**config.mk**
```make
export PLATFORM = sky130hd
export DESIGN_NAME = spmx_device_flat
export DESIGN_NICKNAME = d
export VERILOG_FILES = /design/src/rtl/spmx_pkg.sv /design/src/rtl/spmx_if.sv /design/src/rtl/spmx_countdown.sv /design/src/rtl/spmx_device.sv /design/src/flat_wrapper.sv
export SDC_FILE = /design/constraint.sdc
export NUM_CORES = 1
export LEC_CHECK = 0
export BUFFER_PORTS_ARGS = -buffer_cell sky130_fd_sc_hd__buf_2
export CAP_MARGIN = 0
export CORE_MARGIN = 2
export CORE_UTILIZATION = 51
export CTS_CLUSTER_DIAMETER = 200
export DETAILED_ROUTE_END_ITERATION = 8
export HOLD_SLACK_MARGIN = 0.06
export PLACE_DENSITY_LB_ADDON = 0.2
export SLEW_MARGIN = 20
export SYNTH_ARGS = -nofsm -noshare
export SYNTH_HDL_FRONTEND = slang
export SYNTH_HIERARCHICAL = 1
export SYNTH_SLANG_ARGS = --single-unit
```
**constraint.sdc**
```tcl
create_clock -name core_clk -period 2.6 [get_ports core_clk]
set_clock_uncertainty 0.05 [all_clocks]
set_input_delay 0.39 -clock core_clk [delete_from_list [all_inputs] [get_ports core_clk]]
set_output_delay 0.39 -clock core_clk [all_outputs]
set_load 0.01 [all_outputs]
```
**src/rtl/spmx_pkg.sv**
```systemverilog
// shared constants and types for the flash self-programming access logic
package spmx_pkg;
    // pointer and data widths
    localparam int PTR_W = 16;                  // pointer_high_byte : pointer_low_byte
    localparam int WORD_W = 16;                 // data word r0
    // program_store_control_reg bit positions
    localparam int CB_SE    = 0;                // store_enable_bit
    localparam int CB_PAGE_ERASE_BIT = 1;                // page_erase_bit
    localparam int CB_PGWR  = 2;                // page_write_bit
    localparam int CB_RDSEL = 3;                // lock_fuse_read_select
    localparam int CB_RWWRE = 4;                // rww_read_reenable
    localparam int CB_RWWB  = 6;                // rww_busy_flag
    localparam logic [7:0] CTRL_RST = 8'h00;    // control register reset value
    // legal lower-five-bit command patterns
    localparam logic [4:0] CMD_BUFLD = 5'h01;   // page-buffer load
    localparam logic [4:0] CMD_ERASE = 5'h03;   // page erase
    localparam logic [4:0] CMD_WRITE = 5'h05;   // page write
    localparam logic [4:0] CMD_RDSEL = 5'h09;   // fuse / lock read or lock write
    localparam logic [4:0] CMD_RWWRE = 5'h11;   // read re-enable, clears page buffer
    // instruction windows in cpu cycles
    localparam logic [2:0] WIN_LOAD  = 3'h3;    // load after read select
    localparam logic [2:0] WIN_STORE = 3'h4;    // store after a command write
    // programming time per operation, microseconds
    localparam int OP_MIN_US = 3700;
    localparam int OP_MAX_US = 4500;
    // pointer values of the fuse and lock bytes
    localparam logic [15:0] FA_FUSE_LO  = 16'h0000;
    localparam logic [15:0] FA_LOCK     = 16'h0001;
    localparam logic [15:0] FA_FUSE_EXT = 16'h0002;
    localparam logic [15:0] FA_FUSE_HI  = 16'h0003;
    // controller registers on avalon-mm, byte addresses
    localparam int AV_AW = 5;
    localparam logic [4:0] REG_PTR    = 5'h00;  // pointer, rw
    localparam logic [4:0] REG_DATA   = 5'h04;  // store data word, rw
    localparam logic [4:0] REG_CTRL   = 5'h08;  // control value to write, rw
    localparam logic [4:0] REG_SEQ    = 5'h0c;  // sequence start, write only
    localparam logic [4:0] REG_STAT   = 5'h10;  // status, read only
    localparam logic [4:0] REG_RESULT = 5'h14;  // last load byte, read only
    localparam int SEQ_LOAD = 0;                // seq bit: load instead of store
    localparam int SEQ_WCTL = 1;                // seq bit: write control first
    // device operation state
    typedef enum logic [0:0] {
        OP_IDLE = 1'b0,
        OP_RUN  = 1'b1
    } spmx_op_e;
    // controller sequencer state
    typedef enum logic [2:0] {
        H_IDLE  = 3'b000,
        H_WSE   = 3'b001,
        H_WEE   = 3'b010,
        H_CTL   = 3'b011,
        H_ISS   = 3'b100,
        H_HOLD  = 3'b101,
        H_LOAD  = 3'b110,
        H_LWAIT = 3'b111
    } spmx_host_e;
endpackage

```
**src/rtl/spmx_if.sv**
```systemverilog
// cpu to self-programming logic connection
`timescale 1ns/1ps
interface spmx_if;
    logic        ctrl_wr;      // write strobe of the control register
    logic [7:0]  ctrl_wdata;   // value written
    logic [7:0]  ctrl_rdata;   // control register read back
    logic [15:0] ptr;          // pointer_high_byte : pointer_low_byte
    logic [15:0] data_word;    // r0
    logic        store_cmd;    // store instruction pulse
    logic        load_cmd;     // load instruction pulse
    logic [7:0]  load_data;    // load result
    logic        load_valid;   // load result pulse
    logic        cpu_halt;     // cpu halted during erase / write
    logic        ee_busy;      // eeprom_write_busy as seen by the cpu
    modport cpu (output ctrl_wr, ctrl_wdata, ptr, data_word, store_cmd, load_cmd,
                 input ctrl_rdata, load_data, load_valid, cpu_halt, ee_busy);
    modport dev (input ctrl_wr, ctrl_wdata, ptr, data_word, store_cmd, load_cmd,
                 output ctrl_rdata, load_data, load_valid, cpu_halt, ee_busy);
endinterface

```
**src/rtl/spmx_countdown.sv**
```systemverilog
// loadable down counter with expiry pulse
`timescale 1ns/1ps
module spmx_countdown
#(
    parameter int W = 4
)
(
    input  wire logic         core_clk,
    input  wire logic         clear,
    input  wire logic         load,
    input  wire logic [W-1:0] load_val,
    input  wire logic         tick,
    output logic              live,
    output logic              expire
);
    logic [W-1:0] cnt_r;      // remaining ticks

    if (W < 1)
    begin : g_chk
        $error("spmx_countdown: W must be at least 1");
    end

    assign live = (cnt_r != '0);
    assign expire = tick && !load && (cnt_r == W'(1));

    // count down once per tick, stop at zero
    always_ff @(posedge core_clk)
    begin
        if (clear)
            cnt_r <= '0;
        else if (load)
            cnt_r <= load_val;
        else if (tick && live)
            cnt_r <= cnt_r - W'(1);
    end
endmodule

```
**src/rtl/spmx_device.sv**
```systemverilog
// flash self-programming access logic, device end
// Functional notes
// - address comes from 16-bit pointer register pair
// - word bits pick word, upper bits page
// - software repeats same page for erase, write
// - load addresses bytes, pointer bit zero selects
// - eeprom write blocks programming and fuse reads
// - software checks eeprom busy before control write
// - pointer one, armed read returns lock bits
// - read select clears after read or timeout
// - pointer zero returns low fuse byte
// - pointer three returns high fuse byte
// - pointer two returns extended fuse byte
// - programmed bits read zero, unprogrammed one
// - running write completes across a reset
// - operations timed by rc oscillator ticks
// - each operation lasts 3.7 to 4.5 ms
// - rww busy flag always reads zero
// - software waits, writes control, stores at once
// - command codes, store within four cycles, three after read select
// - store enable clears, held during operation
// - only five legal command patterns take effect
// - cpu halted during page erase and write
`timescale 1ns/1ps
module spmx_device
    import spmx_pkg::*;
#(
    parameter int IDX_W    = 5,                                   // page holds 2**IDX_W words
    parameter int RC_KHZ   = 8000,                                // rc oscillator rate
    parameter int OP_TICKS = (OP_MIN_US * RC_KHZ + 999) / 1000    // rc ticks per operation
)
(
    input  wire logic              core_clk,
    input  wire logic              reset,
    spmx_if.dev                    bus,
    input  wire logic              eeprom_write_busy,
    input  wire logic              rc_osc_clk,
    input  wire logic [1:0]        lock_prog_strap,
    input  wire logic [7:0]        fuse_low_prog,
    input  wire logic [7:0]        fuse_high_prog,
    input  wire logic [7:0]        fuse_ext_prog,
    input  wire logic [7:0]        flash_rd_byte,
    output logic      [15:0]       flash_rd_addr,
    output logic                   flash_erase,
    output logic                   flash_write,
    output logic                   flash_prog_busy,
    output logic      [14-IDX_W:0] flash_page,
    output logic                   buf_wr,
    output logic                   buf_clear,
    output logic      [IDX_W-1:0]  buf_idx,
    output logic      [15:0]       buf_data,
    output logic      [1:0]        lock_prog
);
    localparam int OPW = $clog2(OP_TICKS + 1);   // operation counter width

    if (IDX_W < 1 || IDX_W > 14 || OP_TICKS < 1 || OP_TICKS * 1000 > OP_MAX_US * RC_KHZ)
    begin : g_chk
        $error("spmx_device: page size or operation time out of range");
    end

    // synchronisers for pins
    logic [27:0]    pin_s1_r;        // first stage, read only by second
    logic [27:0]    pin_s2_r;        // second stage
    logic           rc_s3_r;         // rc edge detect
    // control and operation state
    logic [4:0]     ctrl_r;          // low five bits of the control register
    spmx_op_e       op_st_r;         // operation state
    logic           halt_r;          // cpu halt
    logic           op_write_r;      // running operation is a page write
    // load path
    logic           ld_p1_r;         // load in flight
    logic           ld_fuse_r;       // in-flight load is a fuse / lock read
    logic           ld_hit_r;        // pointer named a fuse / lock byte
    logic [1:0]     ld_sel_r;        // which fuse / lock byte
    logic [7:0]     load_data_r;
    logic           load_valid_r;
    // flash and buffer strobes
    logic           erase_r;
    logic           write_r;
    logic           bufwr_r;
    logic           bufclr_r;
    logic [14-IDX_W:0] page_r;
    logic [IDX_W-1:0]  idx_r;
    logic [15:0]    bdata_r;
    logic [15:0]    rdaddr_r;
    logic [1:0]     lock_r;          // lock bits, 1 = programmed

    // decoded pins
    wire            ee_busy    = pin_s2_r[27];
    wire            rc_tick    = pin_s2_r[26] & ~rc_s3_r;
    wire [1:0]      lock_strap = pin_s2_r[25:24];
    wire [7:0]      fl_prog    = pin_s2_r[23:16];
    wire [7:0]      fh_prog    = pin_s2_r[15:8];
    wire [7:0]      fe_prog    = pin_s2_r[7:0];

    // command decode
    wire [4:0]      wcmd      = bus.ctrl_wdata[4:0];
    wire            cmd_legal = wcmd inside {CMD_RWWRE, CMD_RDSEL, CMD_WRITE,
                                             CMD_ERASE, CMD_BUFLD};
    wire            ctrl_take = bus.ctrl_wr && cmd_legal && !ee_busy
                                && !ctrl_r[CB_SE];
    wire            armed     = ctrl_r[CB_SE] && (op_st_r == OP_IDLE);
    wire            is_rdsel  = (ctrl_r == CMD_RDSEL);
    wire            st_go     = bus.store_cmd && armed && !is_rdsel && !ee_busy;
    wire            go_erase  = st_go && (ctrl_r == CMD_ERASE);
    wire            go_write  = st_go && (ctrl_r == CMD_WRITE);
    wire            go_bufld  = st_go && (ctrl_r == CMD_BUFLD);
    wire            go_rwwre  = st_go && (ctrl_r == CMD_RWWRE);
    wire            go_lock   = bus.store_cmd && armed && is_rdsel && !ee_busy;
    wire            ld_fuse   = bus.load_cmd && armed && is_rdsel && !ee_busy;
    wire            op_start  = go_erase || go_write || go_lock;
    wire            win_exp;         // no instruction came in the window
    wire            op_done;         // operation time elapsed
    wire [2:0]      win_len   = (wcmd == CMD_RDSEL) ? WIN_LOAD : WIN_STORE;
    wire            ctrl_clr  = go_bufld || go_rwwre || ld_fuse || (armed && win_exp);
    wire            hold_op   = (op_st_r == OP_RUN);

    // fuse and lock bytes, inverted so programmed bits read zero
    wire [7:0]      fuse_val  = (ld_sel_r == FA_FUSE_LO[1:0])  ? ~fl_prog :
                                (ld_sel_r == FA_LOCK[1:0])     ? {6'h3f, ~lock_r} :
                                (ld_sel_r == FA_FUSE_EXT[1:0]) ? ~fe_prog :
                                                                 ~fh_prog;

    // window of cpu cycles after a control write
    spmx_countdown #(.W(3)) u_win
    (
        .core_clk (core_clk),
        .clear    (reset),
        .load     (ctrl_take),
        .load_val (win_len),
        .tick     (1'b1),
        .live     (),
        .expire   (win_exp)
    );

    // operation timer on rc ticks, left running through a reset
    spmx_countdown #(.W(OPW)) u_op
    (
        .core_clk (core_clk),
        .clear    (reset && !hold_op),
        .load     (op_start),
        .load_val (OPW'(OP_TICKS)),
        .tick     (rc_tick),
        .live     (),
        .expire   (op_done)
    );

    // two-flop synchronisers for every pin input
    always_ff @(posedge core_clk)
    begin
        pin_s1_r <= {eeprom_write_busy, rc_osc_clk, lock_prog_strap,
                     fuse_low_prog, fuse_high_prog, fuse_ext_prog};
        pin_s2_r <= pin_s1_r;
        rc_s3_r  <= pin_s2_r[26];
    end

    // control bits and operation state; a running operation survives reset
    always_ff @(posedge core_clk)
    begin
        if (reset && !hold_op)
        begin
            ctrl_r     <= CTRL_RST[4:0];
            op_st_r    <= OP_IDLE;
            halt_r     <= 1'b0;
            op_write_r <= 1'b0;
        end
        else
        begin
            case (op_st_r)
                OP_IDLE:
                begin
                    if (ctrl_take)
                        ctrl_r <= wcmd;
                    else if (ctrl_clr)
                        ctrl_r <= CTRL_RST[4:0];
                    if (op_start)
                    begin
                        op_st_r    <= OP_RUN;
                        halt_r     <= go_erase || go_write;
                        op_write_r <= go_write;
                    end
                end
                OP_RUN:
                begin
                    if (op_done)
                    begin
                        ctrl_r  <= CTRL_RST[4:0];
                        op_st_r <= OP_IDLE;
                        halt_r  <= 1'b0;
                    end
                end
                default:
                begin
                    ctrl_r  <= CTRL_RST[4:0];
                    op_st_r <= OP_IDLE;
                    halt_r  <= 1'b0;
                end
            endcase
        end
    end

    // flash and page-buffer strobes; buffer wipes on reset, re-enable, write end
    always_ff @(posedge core_clk)
    begin
        erase_r  <= go_erase;
        write_r  <= go_write;
        bufwr_r  <= go_bufld && !reset;
        bufclr_r <= reset || go_rwwre || (hold_op && op_done && op_write_r);
        if (go_erase || go_write)
            page_r <= bus.ptr[15:IDX_W+1];
        if (go_bufld)
        begin
            idx_r   <= bus.ptr[IDX_W:1];
            bdata_r <= bus.data_word;
        end
    end

    // lock bits: taken from the strap at reset, programmed by a lock write
    always_ff @(posedge core_clk)
    begin
        if (reset && !hold_op)
            lock_r <= lock_strap;
        else if (go_lock)
            lock_r <= lock_r | ~bus.data_word[1:0];
    end

    // loads: byte address one cycle, data the next
    always_ff @(posedge core_clk)
    begin
        if (reset)
        begin
            ld_p1_r      <= 1'b0;
            load_valid_r <= 1'b0;
            load_data_r  <= 8'h00;
            ld_fuse_r    <= 1'b0;
            ld_hit_r     <= 1'b0;
            ld_sel_r     <= 2'h0;
            rdaddr_r     <= 16'h0000;
        end
        else
        begin
            ld_p1_r      <= bus.load_cmd;
            ld_fuse_r    <= ld_fuse;
            ld_hit_r     <= (bus.ptr[15:2] == 14'h0000);
            ld_sel_r     <= bus.ptr[1:0];
            if (bus.load_cmd)
                rdaddr_r <= bus.ptr;
            load_valid_r <= ld_p1_r;
            if (ld_p1_r)
                load_data_r <= !ld_fuse_r ? flash_rd_byte :
                               ld_hit_r   ? fuse_val : 8'hff;
        end
    end

    // read back: rww_busy_flag and the upper bits are always zero
    assign bus.ctrl_rdata = {1'b0, 1'b0, 1'b0, ctrl_r};
    assign bus.load_data  = load_data_r;
    assign bus.load_valid = load_valid_r;
    assign bus.cpu_halt   = halt_r;
    assign bus.ee_busy    = ee_busy;
    assign flash_rd_addr   = rdaddr_r;
    assign flash_erase     = erase_r;
    assign flash_write     = write_r;
    assign flash_prog_busy = hold_op;
    assign flash_page      = page_r;
    assign buf_wr          = bufwr_r;
    assign buf_clear       = bufclr_r;
    assign buf_idx         = idx_r;
    assign buf_data        = bdata_r;
    assign lock_prog       = lock_r;
endmodule

```
**src/flat_wrapper.sv**
```systemverilog
// flat-port wrapper written by rule: the top's interface ports become plain ports
module spmx_device_flat import spmx_pkg::*;
#(
    parameter int IDX_W    = 5,                                                               
    parameter int RC_KHZ   = 8000,                                                     
    parameter int OP_TICKS = (OP_MIN_US * RC_KHZ + 999) / 1000                             
)
  (core_clk, reset, eeprom_write_busy, rc_osc_clk, lock_prog_strap, fuse_low_prog, fuse_high_prog, fuse_ext_prog, flash_rd_byte, flash_rd_addr, flash_erase, flash_write, flash_prog_busy, flash_page, buf_wr, buf_clear, buf_idx, buf_data, lock_prog, bus_ctrl_wr, bus_ctrl_wdata, bus_ptr, bus_data_word, bus_store_cmd, bus_load_cmd, bus_ctrl_rdata, bus_load_data, bus_load_valid, bus_cpu_halt, bus_ee_busy);
  spmx_if bus_i ();
  input  wire logic core_clk;
  input  wire logic reset;
  input  wire logic eeprom_write_busy;
  input  wire logic rc_osc_clk;
  input  wire logic [1:0] lock_prog_strap;
  input  wire logic [7:0] fuse_low_prog;
  input  wire logic [7:0] fuse_high_prog;
  input  wire logic [7:0] fuse_ext_prog;
  input  wire logic [7:0] flash_rd_byte;
  output logic      [15:0] flash_rd_addr;
  output logic flash_erase;
  output logic flash_write;
  output logic flash_prog_busy;
  output logic      [14-IDX_W:0] flash_page;
  output logic buf_wr;
  output logic buf_clear;
  output logic      [IDX_W-1:0] buf_idx;
  output logic      [15:0] buf_data;
  output logic      [1:0] lock_prog;
  input wire logic [$bits(bus_i.ctrl_wr)-1:0] bus_ctrl_wr;
  input wire logic [$bits(bus_i.ctrl_wdata)-1:0] bus_ctrl_wdata;
  input wire logic [$bits(bus_i.ptr)-1:0] bus_ptr;
  input wire logic [$bits(bus_i.data_word)-1:0] bus_data_word;
  input wire logic [$bits(bus_i.store_cmd)-1:0] bus_store_cmd;
  input wire logic [$bits(bus_i.load_cmd)-1:0] bus_load_cmd;
  output wire logic [$bits(bus_i.ctrl_rdata)-1:0] bus_ctrl_rdata;
  output wire logic [$bits(bus_i.load_data)-1:0] bus_load_data;
  output wire logic [$bits(bus_i.load_valid)-1:0] bus_load_valid;
  output wire logic [$bits(bus_i.cpu_halt)-1:0] bus_cpu_halt;
  output wire logic [$bits(bus_i.ee_busy)-1:0] bus_ee_busy;
  assign bus_i.ctrl_wr = bus_ctrl_wr;
  assign bus_i.ctrl_wdata = bus_ctrl_wdata;
  assign bus_i.ptr = bus_ptr;
  assign bus_i.data_word = bus_data_word;
  assign bus_i.store_cmd = bus_store_cmd;
  assign bus_i.load_cmd = bus_load_cmd;
  assign bus_ctrl_rdata = bus_i.ctrl_rdata;
  assign bus_load_data = bus_i.load_data;
  assign bus_load_valid = bus_i.load_valid;
  assign bus_cpu_halt = bus_i.cpu_halt;
  assign bus_ee_busy = bus_i.ee_busy;
  spmx_device #(.IDX_W(IDX_W), .RC_KHZ(RC_KHZ), .OP_TICKS(OP_TICKS)) u_core (.core_clk(core_clk), .reset(reset), .bus(bus_i), .eeprom_write_busy(eeprom_write_busy), .rc_osc_clk(rc_osc_clk), .lock_prog_strap(lock_prog_strap), .fuse_low_prog(fuse_low_prog), .fuse_high_prog(fuse_high_prog), .fuse_ext_prog(fuse_ext_prog), .flash_rd_byte(flash_rd_byte), .flash_rd_addr(flash_rd_addr), .flash_erase(flash_erase), .flash_write(flash_write), .flash_prog_busy(flash_prog_busy), .flash_page(flash_page), .buf_wr(buf_wr), .buf_clear(buf_clear), .buf_idx(buf_idx), .buf_data(buf_data), .lock_prog(lock_prog));
endmodule
```
== After elaboration in Yosys (flattened, before gate mapping) ==
Cells that the tools add are included.

* $add $sub $neg: 2
* Equality and inequality tests: 17
* Muxes and demuxes: 22
* Bitwise logic cells: 9
* Reductions and logical operators: 51

{| class="wikitable"
|+ Operators with widths
! cell !! count
|-
| $mux W8 || 5
|-
| $mux W15 || 2
|-
| $logic_and A1 B1 Y1 || 25
|-
| $not A8 Y8 || 3
|-
| $eq A15 B1 Y1 const B || 1
|-
| $mux W5 || 3
|-
| $reduce_bool A15 Y1 || 1
|-
| $sub A15 B1 Y15 const B || 1
|-
| $logic_not A14 Y1 || 1
|-
| $eq A5 B1 Y1 const B || 2
|-
| $eq A5 B2 Y1 const B || 2
|-
| $eq A5 B3 Y1 const B || 2
|-
| $eq A5 B4 Y1 const B || 2
|-
| $eq A5 B5 Y1 const B || 2
|-
| $pmux W5 S2 || 1
|-
| $mux W3 || 3
|-
| $logic_not A1 Y1 || 7
|-
| $logic_or A1 B1 Y1 || 7
|-
| $reduce_and A2 Y1 || 3
|-
| $reduce_bool A2 Y1 || 3
|-
| $reduce_bool A5 Y1 || 1
|-
| $mux W1 || 4
|-
| $mux W2 || 2
|-
| $ne A2 B2 Y1 const B || 2
|-
| 13 further kinds || 16
|}

* Register bits after elaboration: 150
* Input port bits: 81
* Output and inout bits: 73
* Word-level logic and storage cells: 126

== Logic depth before layout (Yosys ltp) ==
Gate-level depths: netlist of run 1.

* Depth after elaboration: 14
* Mapped depth: 10
* Mapped depth without buffers: 8

== Modules after synthesis ==
Netlist of run 1, hierarchy kept.

{| class="wikitable"
|+ Modules (own cells, without submodules)
! module !! times used !! cells each !! area each (um^2) !! sequential area each (um^2)
|-
| spmx_device || 1 || 298 || 4,139.0 || 2,972.9
|-
| spmx_countdown at u_core.u_op || 1 || 115 || 992.2 || 300.3
|-
| spmx_countdown at u_core.u_win || 1 || 23 || 224.0 || 60.1
|}

== Worst setup path before layout of run 1 ==
No wires, ideal clock.

* Path kind: reg-to-reg
* From: reg u_core.ctrl_r[0]
* To: reg u_core.ctrl_r[3]
* Library setup time: 0.059 ns
* Arrival: 2.310 ns
* Data required time: 2.491 ns
* Setup slack: 0.181 ns
* Cell stages (with the launch flop): 10
* Path buffers: 1
* Period minus slack after synthesis: 2.419 ns
* Path through: dfxtp_1 nand2b_1 or3_1 a211oi_2 clkbuf_1 nor2b_1 and4_1 or2b_1 o41ai_4 a22o_1

* Longest elaborated chain between the ends: 12
* Elaborated cells on any way between the ends: 37
* Classes of those cells: eq/ne: 7; mux: 2; reduce/logical: 28

{| class="wikitable"
|+ Ends and longest elaborated chain
! what !! RTL line !! text
|-
| from (decl) || spmx_device.sv:66 || <nowiki>logic [4:0] ctrl_r;</nowiki>
|-
| from (signal assigned) || spmx_device.sv:162 || <nowiki>ctrl_r <= CTRL_RST[4:0];</nowiki>
|-
| from (signal assigned) || spmx_device.sv:173 || <nowiki>ctrl_r <= wcmd;</nowiki>
|-
| from (signal assigned) || spmx_device.sv:175 || <nowiki>ctrl_r <= CTRL_RST[4:0];</nowiki>
|-
| $eq A5 B4 Y1 or $logic_and A1 B1 Y1 (tied branches) || spmx_device.sv:103, spmx_device.sv:102 ||
|-
| $logic_not A1 Y1 or $logic_and A1 B1 Y1 (tied branches) || spmx_device.sv:104, spmx_device.sv:109 ||
|-
| $logic_and A1 B1 Y1 (2 in series) || spmx_device.sv:104 || <nowiki>wire st_go = bus.store_cmd && armed && !is_rdsel && !ee_busy;</nowiki>
|-
| $logic_and A1 B1 Y1 (on tied branches) || spmx_device.sv:105, spmx_device.sv:106 ||
|-
| $logic_or A1 B1 Y1 || spmx_device.sv:111 || <nowiki>wire op_start = go_erase || go_write || go_lock;</nowiki>
|-
| $logic_or A1 B1 Y1 (*) || spmx_device.sv:111 ||
|-
| net u_core.op_start || spmx_device.sv:111 ||
|-
| $logic_not A1 Y1 (*) || spmx_countdown.sv:24 || <nowiki>assign expire = tick && !load && (cnt_r == W'(1));</nowiki>
|-
| $logic_and A1 B1 Y1 (*) (2 in series) || spmx_countdown.sv:24 ||
|-
| net u_core.op_done || spmx_device.sv:113 || <nowiki>wire op_done;</nowiki>
|-
| $ne A2 B2 Y1 (no source line) (*) || - ||
|-
| $reduce_and A2 Y1 (no source line) (*) || - ||
|}

The timed path passes the listed nets; every way through them passes the cells marked *.
A chain may end at the register's enable or synchronous reset.

== Worst setup path after layout of run 1 ==
* From: reg u_core.op_st_r (netlist: u_core/flash_prog_busy)
* To: reg u_core.u_op.cnt_r[5]

* Longest elaborated chain between the ends: 9
* Elaborated cells on any way between the ends: 15
* Classes of those cells: mux: 1; bitwise: 1; reduce/logical: 13

{| class="wikitable"
|+ Ends and longest elaborated chain
! what !! RTL line !! text
|-
| from (decl) || spmx_device.sv:67 || <nowiki>spmx_op_e op_st_r;</nowiki>
|-
| from (signal assigned) || spmx_device.sv:163 || <nowiki>op_st_r <= OP_IDLE;</nowiki>
|-
| from (signal assigned) || spmx_device.sv:178 || <nowiki>op_st_r <= OP_RUN;</nowiki>
|-
| from (signal assigned) || spmx_device.sv:188 || <nowiki>op_st_r <= OP_IDLE;</nowiki>
|-
| $not A1 Y1 (*) || spmx_device.sv:102 || <nowiki>wire armed = ctrl_r[CB_SE] && (op_st_r == OP_IDLE);</nowiki>
|-
| $logic_and A1 B1 Y1 (*) || spmx_device.sv:102 ||
|-
| $logic_and A1 B1 Y1 (*) || spmx_device.sv:104, spmx_device.sv:109 ||
|-
| $logic_and A1 B1 Y1 (2 in series) || spmx_device.sv:104 ||
|-
| $logic_and A1 B1 Y1 (on tied branches) || spmx_device.sv:105, spmx_device.sv:106 ||
|-
| $logic_or A1 B1 Y1 || spmx_device.sv:111 ||
|-
| $logic_or A1 B1 Y1 (*) || spmx_device.sv:111 ||
|-
| net u_core.op_start || spmx_device.sv:111 ||
|-
| $mux W15 or $reduce_bool A2 Y1 (tied branches) || - ||
|-
| to (signal assigned) || spmx_countdown.sv:32 || <nowiki>cnt_r <= load_val;</nowiki>
|-
| to (signal assigned) || spmx_countdown.sv:34 || <nowiki>cnt_r <= cnt_r - W'(1);</nowiki>
|-
| to (decl) || spmx_countdown.sv:16 || <nowiki>logic [W-1:0] cnt_r;</nowiki>
|}

Marked as above.

==> summary.md, run 1 <==
| Metric | Value |
|---|---|
| Die Footprint | 11300 um^2 |
| CP Max Fanout | 10 |
| Initial antenna violation count | 0 |
| Post-DR vias/cell | around 5.0 |
| Type of origin of the critical path | flop |
| Clock buffer depth | 2 |
| Root Driver | clkbuf_8 |
| ANT cells | 0 |
| Relative slew margins | 60.9% |
| Tmin final | 2.38 ns |
| Setup tns final | 0 ns |
| Worst-skew pair later-pin latency | 0.51 ns |
| CP required | 2.95 ns |
| DR pass1 iterations | 5 |
| Syn Area/Cell | 12.3 um^2 |
| Post-synthesis cell area | 5350 um^2 |
| Layout area overhead | 40.1% |
| Core outline area | approximately 10000 um^2 |
| Tcrit/Tclk final | between 90% and 100% |
| Routed Antenna Nets | 0 |
| Finished Core Util | roughly 73% |
| Final RePlAce weighted congestion | 0.823 |
| Syn Inst Count | ~440 |
| Max-Cap Viols | 0 |
| CTS tree | built |
| Final Slew Violations | 0 |
| Die W | 106 um |
| Share of layout cells above drive strength 1 | a little under a third |
| DP Wirelength | 7990 um |
| Commonest non-fill, non-tap cell in the layout | buf_2 |
| Hold/Removal Path Class | input pin to flop |
| CTS buffer count | 17 |
| RSZ-0062 raised after global routing | no |
| Crit path kind | flop to flop |
| Peak VDD IR | 0.579 mV |
| Final Hold Fails | 0 |
| Die Span Y | 106 um |
| Top-Level Pins | between 150 and 200 |
| Cts hold-fix bufs | 60 |
| Via count | 4163 |
| Power Density | 843 nW/um^2 |
| Row cnt | 37 |
| CP Data Arrival Time | ~2.7 ns |
| Fmax | 0.420 GHz |
| Setup Buffers After CTS | 0 |
| Post-Route WL | 12900 um |
| Most frequent cells in the layout | 147 x buf_2, 117 x dfxtp_1, 60 x dlygate4sd3_1 |
| Worst slew pin tran | 0.581 ns |
| Cells after DPL | 734 |
| GRT Overall Usage | 23.4% |
| Final net count | ~760 |
| Wire per inst | roughly 16 um |
| DRC viols | 0 |
| H-tree Lvls | 4 |
| Pin count of the biggest net entering global routing | 34 |
| Ys Warns | 6 |
| Final setup fails | 0 |
| Outcome | completed |
| Clk sinks | 150 |
| Leakage | 3.27 nW |
| Detailed Route Iter0 Violations | 195 |
| Vias in the first global route | roughly 4200 |
| Crit end category | flop |
| Initial core utilization | 52.1% |
| PortBufs | around 150 |
| First-pass GRT wire length | 20500 um |
| Cell Count, Final, Fillers Out | 826 |
| GRT overflow | 0 |
| Post_cts resized | 0 |
| Clock Pin Slew Worst Setup and Hold Paths | 0.06 ns |
-- final cells by class --
class	count	area [um^2]
repair buffers	219	1430
multi-input cells	273	1950
fillers	720	2780
flip-flops and latches	150	3330
inverters	16	60.1
clock inverters	13	113
well taps	136	170
clock buffers	19	443
-- worst max-delay path: stages (launching register included) --
cell      delay [ns]
dfxtp_1         0.38
nand2b_1        0.23
or3_1           0.40
a211oi_2        0.25
buf_4           0.23
nor2_1          0.09
a21boi_0        0.21
o21bai_1        0.25
a21o_1          0.18
-- power breakdown --
part	switching, W	internal [W]	leakage (nW)
Sequential	0.000157	0.00254	1.27
Combinational	0.000722	0.000633	1.73
Clock	0.000998	0.00126	0.276
-- stage by stage --
stage / power, W / hold slack [ns] / setup WS [ns] / area (um^2)
floorplan: 0.00365 / 0.260 / 0.181 / 5440
global placement: 0.00395 / 0.260 / 0.306 / 6340
detailed placement: 0.00398 / 0.262 / 0.276 / 6340
CTS: 0.00633 / 0.0736 / 0.251 / 7500
global route: 0.00663 / 0.0835 / 0.0284 / 7500
finish: 0.00632 / 0.0990 / 0.222 / 7500
-- registers in the layout (all words and copies together) (netlist names), 2 cells and up --
signal and flops:
u_core/flash_page 10, u_core/ctrl_r 5, u_core/pin_s1_r 28, u_core/u_win/cnt_r 3, u_core/ld_sel_r 2, u_core/u_op/cnt_r 15
u_core/lock_prog 2, u_core/flash_rd_addr 16, u_core/pin_s2_r 28, u_core/buf_idx 5, u_core/buf_data 16, u_core/bus.load_data 8
-- metal layers --
layer	vias up	part of all wire (%)	GRT usage, %
li1	2057	-	-
met1	1944	42	27.3
met2	150	51	41.3
met3	12	5.7	6.56
met4	0	1.3	8.07
met5	-	0	0
-- worst paths after layout --
kind	from	endpoint	slack [ns]	cells after the start
worst max register to register	u_core/flash_prog_busy	u_core/u_op/cnt_r[5]	0.22	8
worst max-delay path	u_core/flash_prog_busy	u_core/u_op/cnt_r[5]	0.22	8
worst min register to register	u_core/pin_s1_r[11]	u_core/pin_s2_r[11]	0.28	0
worst min-delay path	bus_ctrl_wdata[3]	u_core/ctrl_r[3]	0.1	2
Note: power is estimated with default switching activity, not from simulation.
==> inputs of run 2 (changes only) <==
--- a/config.mk
+++ b/config.mk
@@ -8,11 +8,12 @@
 export BUFFER_PORTS_ARGS = -buffer_cell sky130_fd_sc_hd__buf_2
 export CAP_MARGIN = 0
 export CORE_MARGIN = 2
-export CORE_UTILIZATION = 51
+export CORE_UTILIZATION = 35
 export CTS_CLUSTER_DIAMETER = 200
 export DETAILED_ROUTE_END_ITERATION = 8
 export HOLD_SLACK_MARGIN = 0.06
 export PLACE_DENSITY_LB_ADDON = 0.2
+export SKIP_CTS_REPAIR_TIMING = 1
 export SLEW_MARGIN = 20
 export SYNTH_ARGS = -nofsm -noshare
 export SYNTH_HDL_FRONTEND = slang
==> run 2 against run 1 <==
  * Critical path depth stayed put
  * Routed wire length is 2.6% lower
  * Final cell count is 2.5% higher
  * Via count is 4.2% lower
  * Register-to-register slack about the same
  * Combinational power decreased by 4%
==> summary.md, run 2 (synthesis results as in run 1) <==
| Metric | Value |
|---|---|
| Post-Route WL | 12500 um (was 12900 um) |
| Die W | 128 um (was 106 um) |
| Share of layout cells above drive strength 1 | 32.6% (was 31.2%) |
| Worst-skew pair later-pin latency | 0.42 ns (was 0.51 ns) |
| Crit path cell chain | nand2b_1 -> or3_1 -> a211oi_2 -> nor2b_1 -> and4_1 -> or2b_1 -> o41ai_4 -> a22o_1 (was nand2b_1 -> or3_1 -> a211oi_2 -> buf_4 -> nor2_1 -> a21boi_0 -> o21bai_1 -> a21o_1) |
| Peak VDD IR | 0.517 mV (was 0.579 mV) |
| Setup tns final | 0 ns (unchanged) |
| Slowest cell delay on critical path | 0.43 ns (was 0.40 ns) |
| Via count | 3989 (was 4163) |
| Commonest non-fill, non-tap cell in the layout | buf_2 (unchanged) |
| Row cnt | 45 (was 37) |
| First-pass GRT wire length | 18900 um (was 20500 um) |
| Switching fraction of total power | 28.5% (was 29.7%) |
| Outcome | completed (unchanged) |
| Die Footprint | 16300 um^2 (was 11300 um^2) |
| Post-DR vias/cell | 4.71 (was 5.04) |
| Largest regs | u_core/pin_s1_r x28, u_core/pin_s2_r x28 (unchanged) |
| CTS tree | built (unchanged) |
| Comb pwr share | 20.5% (was 21.4%) |
| Pin count of the biggest net entering global routing | 36 (was 34) |
| Hold WS | 0.0956 ns (was 0.0990 ns) |
| Initial antenna violation count | 0 (unchanged) |
| Pint | 0.00459 W (was 0.00444 W) |
| Final Hold Fails | 0 (unchanged) |
| Min-Delay Path Depth | 1 (was 2) |
| Reg2reg path depth | 8 (unchanged) |
| ANT cells | 0 (unchanged) |
| Layout area overhead | 36.1% (was 40.1%) |
| Clock buffer depth | 2 (unchanged) |
| CP Max Fanout | 6 (was 10) |
| Clock Pin Slew Worst Setup and Hold Paths | 0.06 ns (about the same) |
| Max-Cap Viols | 0 (unchanged) |
| Core outline area | 15100 um^2 (was 10300 um^2) |
| Routed Antenna Nets | 0 (unchanged) |
| DP Wirelength | 9070 um (was 7990 um) |
| Clock share of power | 37.5% (was 35.8%) |
| Die Span Y | 128 um (was 106 um) |
| Top-Level Pins | 154 (unchanged) |
| Leakage | 3.16 nW (was 3.27 nW) |
| Worst slew pin tran | 0.560 ns (was 0.581 ns) |
| RSZ-0062 raised after global routing | no (unchanged) |
| Fraction of power consumed by sequential logic | 42.0% (was 42.8%) |
| Type of origin of the critical path | flop (unchanged) |
| Power Density | 881 nW/um^2 (was 843 nW/um^2) |
| Clk sinks | 150 (unchanged) |
| Final net count | 732 (was 763) |
| Most frequent cells in the layout | 147 x buf_2, 117 x dfxtp_1, 33 x edfxtp_1 (was 147 x buf_2, 117 x dfxtp_1, 60 x dlygate4sd3_1) |
| Vias in the first global route | 3807 (was 4202) |
| CP required | 2.91 ns (was 2.95 ns) |
| Initial core utilization | 35.5% (was 52.1%) |
| Root Driver | clkbuf_16 (was clkbuf_8) |
| Hold/Removal Path Class | input pin to flop (unchanged) |
| PortBufs | 147 (unchanged) |
| CP Data Arrival Time | 2.68 ns (was 2.73 ns) |
| GRT overflow | 0 (unchanged) |
| DRC viols | 0 (unchanged) |
| Switching power | 0.00183 W (was 0.00188 W) |
| DR pass1 iterations | 4 (was 5) |
| GRT Overall Usage | 15.1% (was 23.4%) |
| Crit path kind | flop to flop (unchanged) |
| Crit end category | flop (unchanged) |
| CTS buffer count | 17 (unchanged) |
| Slowest CP cell | or3_1 (unchanged) |
| Detailed Route Iter0 Violations | 185 (was 195) |
| Wire per inst | 14.8 um (was 15.6 um) |
| Fmax | 0.421 GHz (was 0.420 GHz) |
| Final RePlAce weighted congestion | 0.832 (was 0.823) |
| Relative slew margins | 62.3% (was 60.9%) |
| H-tree Lvls | 4 (unchanged) |
| Tmin final | 2.37 ns (was 2.38 ns) |
| Final Slew Violations | 0 (unchanged) |
| Final setup fails | 0 (unchanged) |
| Tcrit/Tclk final | 91.3% (was 91.5%) |
==> run 2: worst paths after layout <==
path                                          start                   to  slack (ns)
worst max-delay path               u_core/ctrl_r[0]     u_core/ctrl_r[3]        0.23
worst min-delay path               bus_data_word[2]   u_core/buf_data[2]         0.1
worst max register to register     u_core/ctrl_r[0]     u_core/ctrl_r[3]        0.23
worst min register to register  u_core/pin_s1_r[17]  u_core/pin_s2_r[17]        0.27
==> run 2: per-layer routing <==
metal | part of all wire (%) | up-vias | track usage [%] | wire (um)
met4 | 2.3 | 0 | 6.98 | 283
met2 | 50 | 125 | 26.0 | 6230
met1 | 42 | 1855 | 17.0 | 5270
met5 | 0 | - | 0 | 0
met3 | 6.0 | 22 | 5.05 | 758
li1 | - | 1987 | - | -
==> run 2: layout make-up <==
cell class              count  area, um^2
clock buffers              22         485
clock inverters            10         105
fillers                  1388        7810
inverters                  16        60.1
multi-input cells         273        1950
flip-flops and latches    150        3330
well taps                 188         235
repair buffers            188        1110
==> run 2: worst max-delay path: cells and delay by family (launching register included) <==
family             cells  cell delay, ns
AOI/OAI and AO/OA      3            0.55
DFF                    1            0.42
and+or+nand+nor        5            1.30
==> run 2: through the flow <==
step                util [%]  power, W  instances  area [um^2]  setup WS (ns)
CTS                     46.4   0.00643        819         7000          0.227
finish                  48.3   0.00642        847         7280          0.225
global route            48.3   0.00676        847         7280         0.0458
floorplan                  -   0.00365        458         5440          0.181
detailed placement      42.5   0.00401        787         6410          0.242
global placement        42.5   0.00398        787         6410          0.271
==> run 2: power groups by stage <==
stage	logic [W]	registers, W	clock network (W)
after floorplan	0.000928	0.00272	0
after global placement	0.00124	0.00274	0
after detailed placement	0.00127	0.00274	0
after CTS	0.00127	0.00269	0.00247
after global routing	0.00145	0.00272	0.00259
final	0.00131	0.00270	0.00241
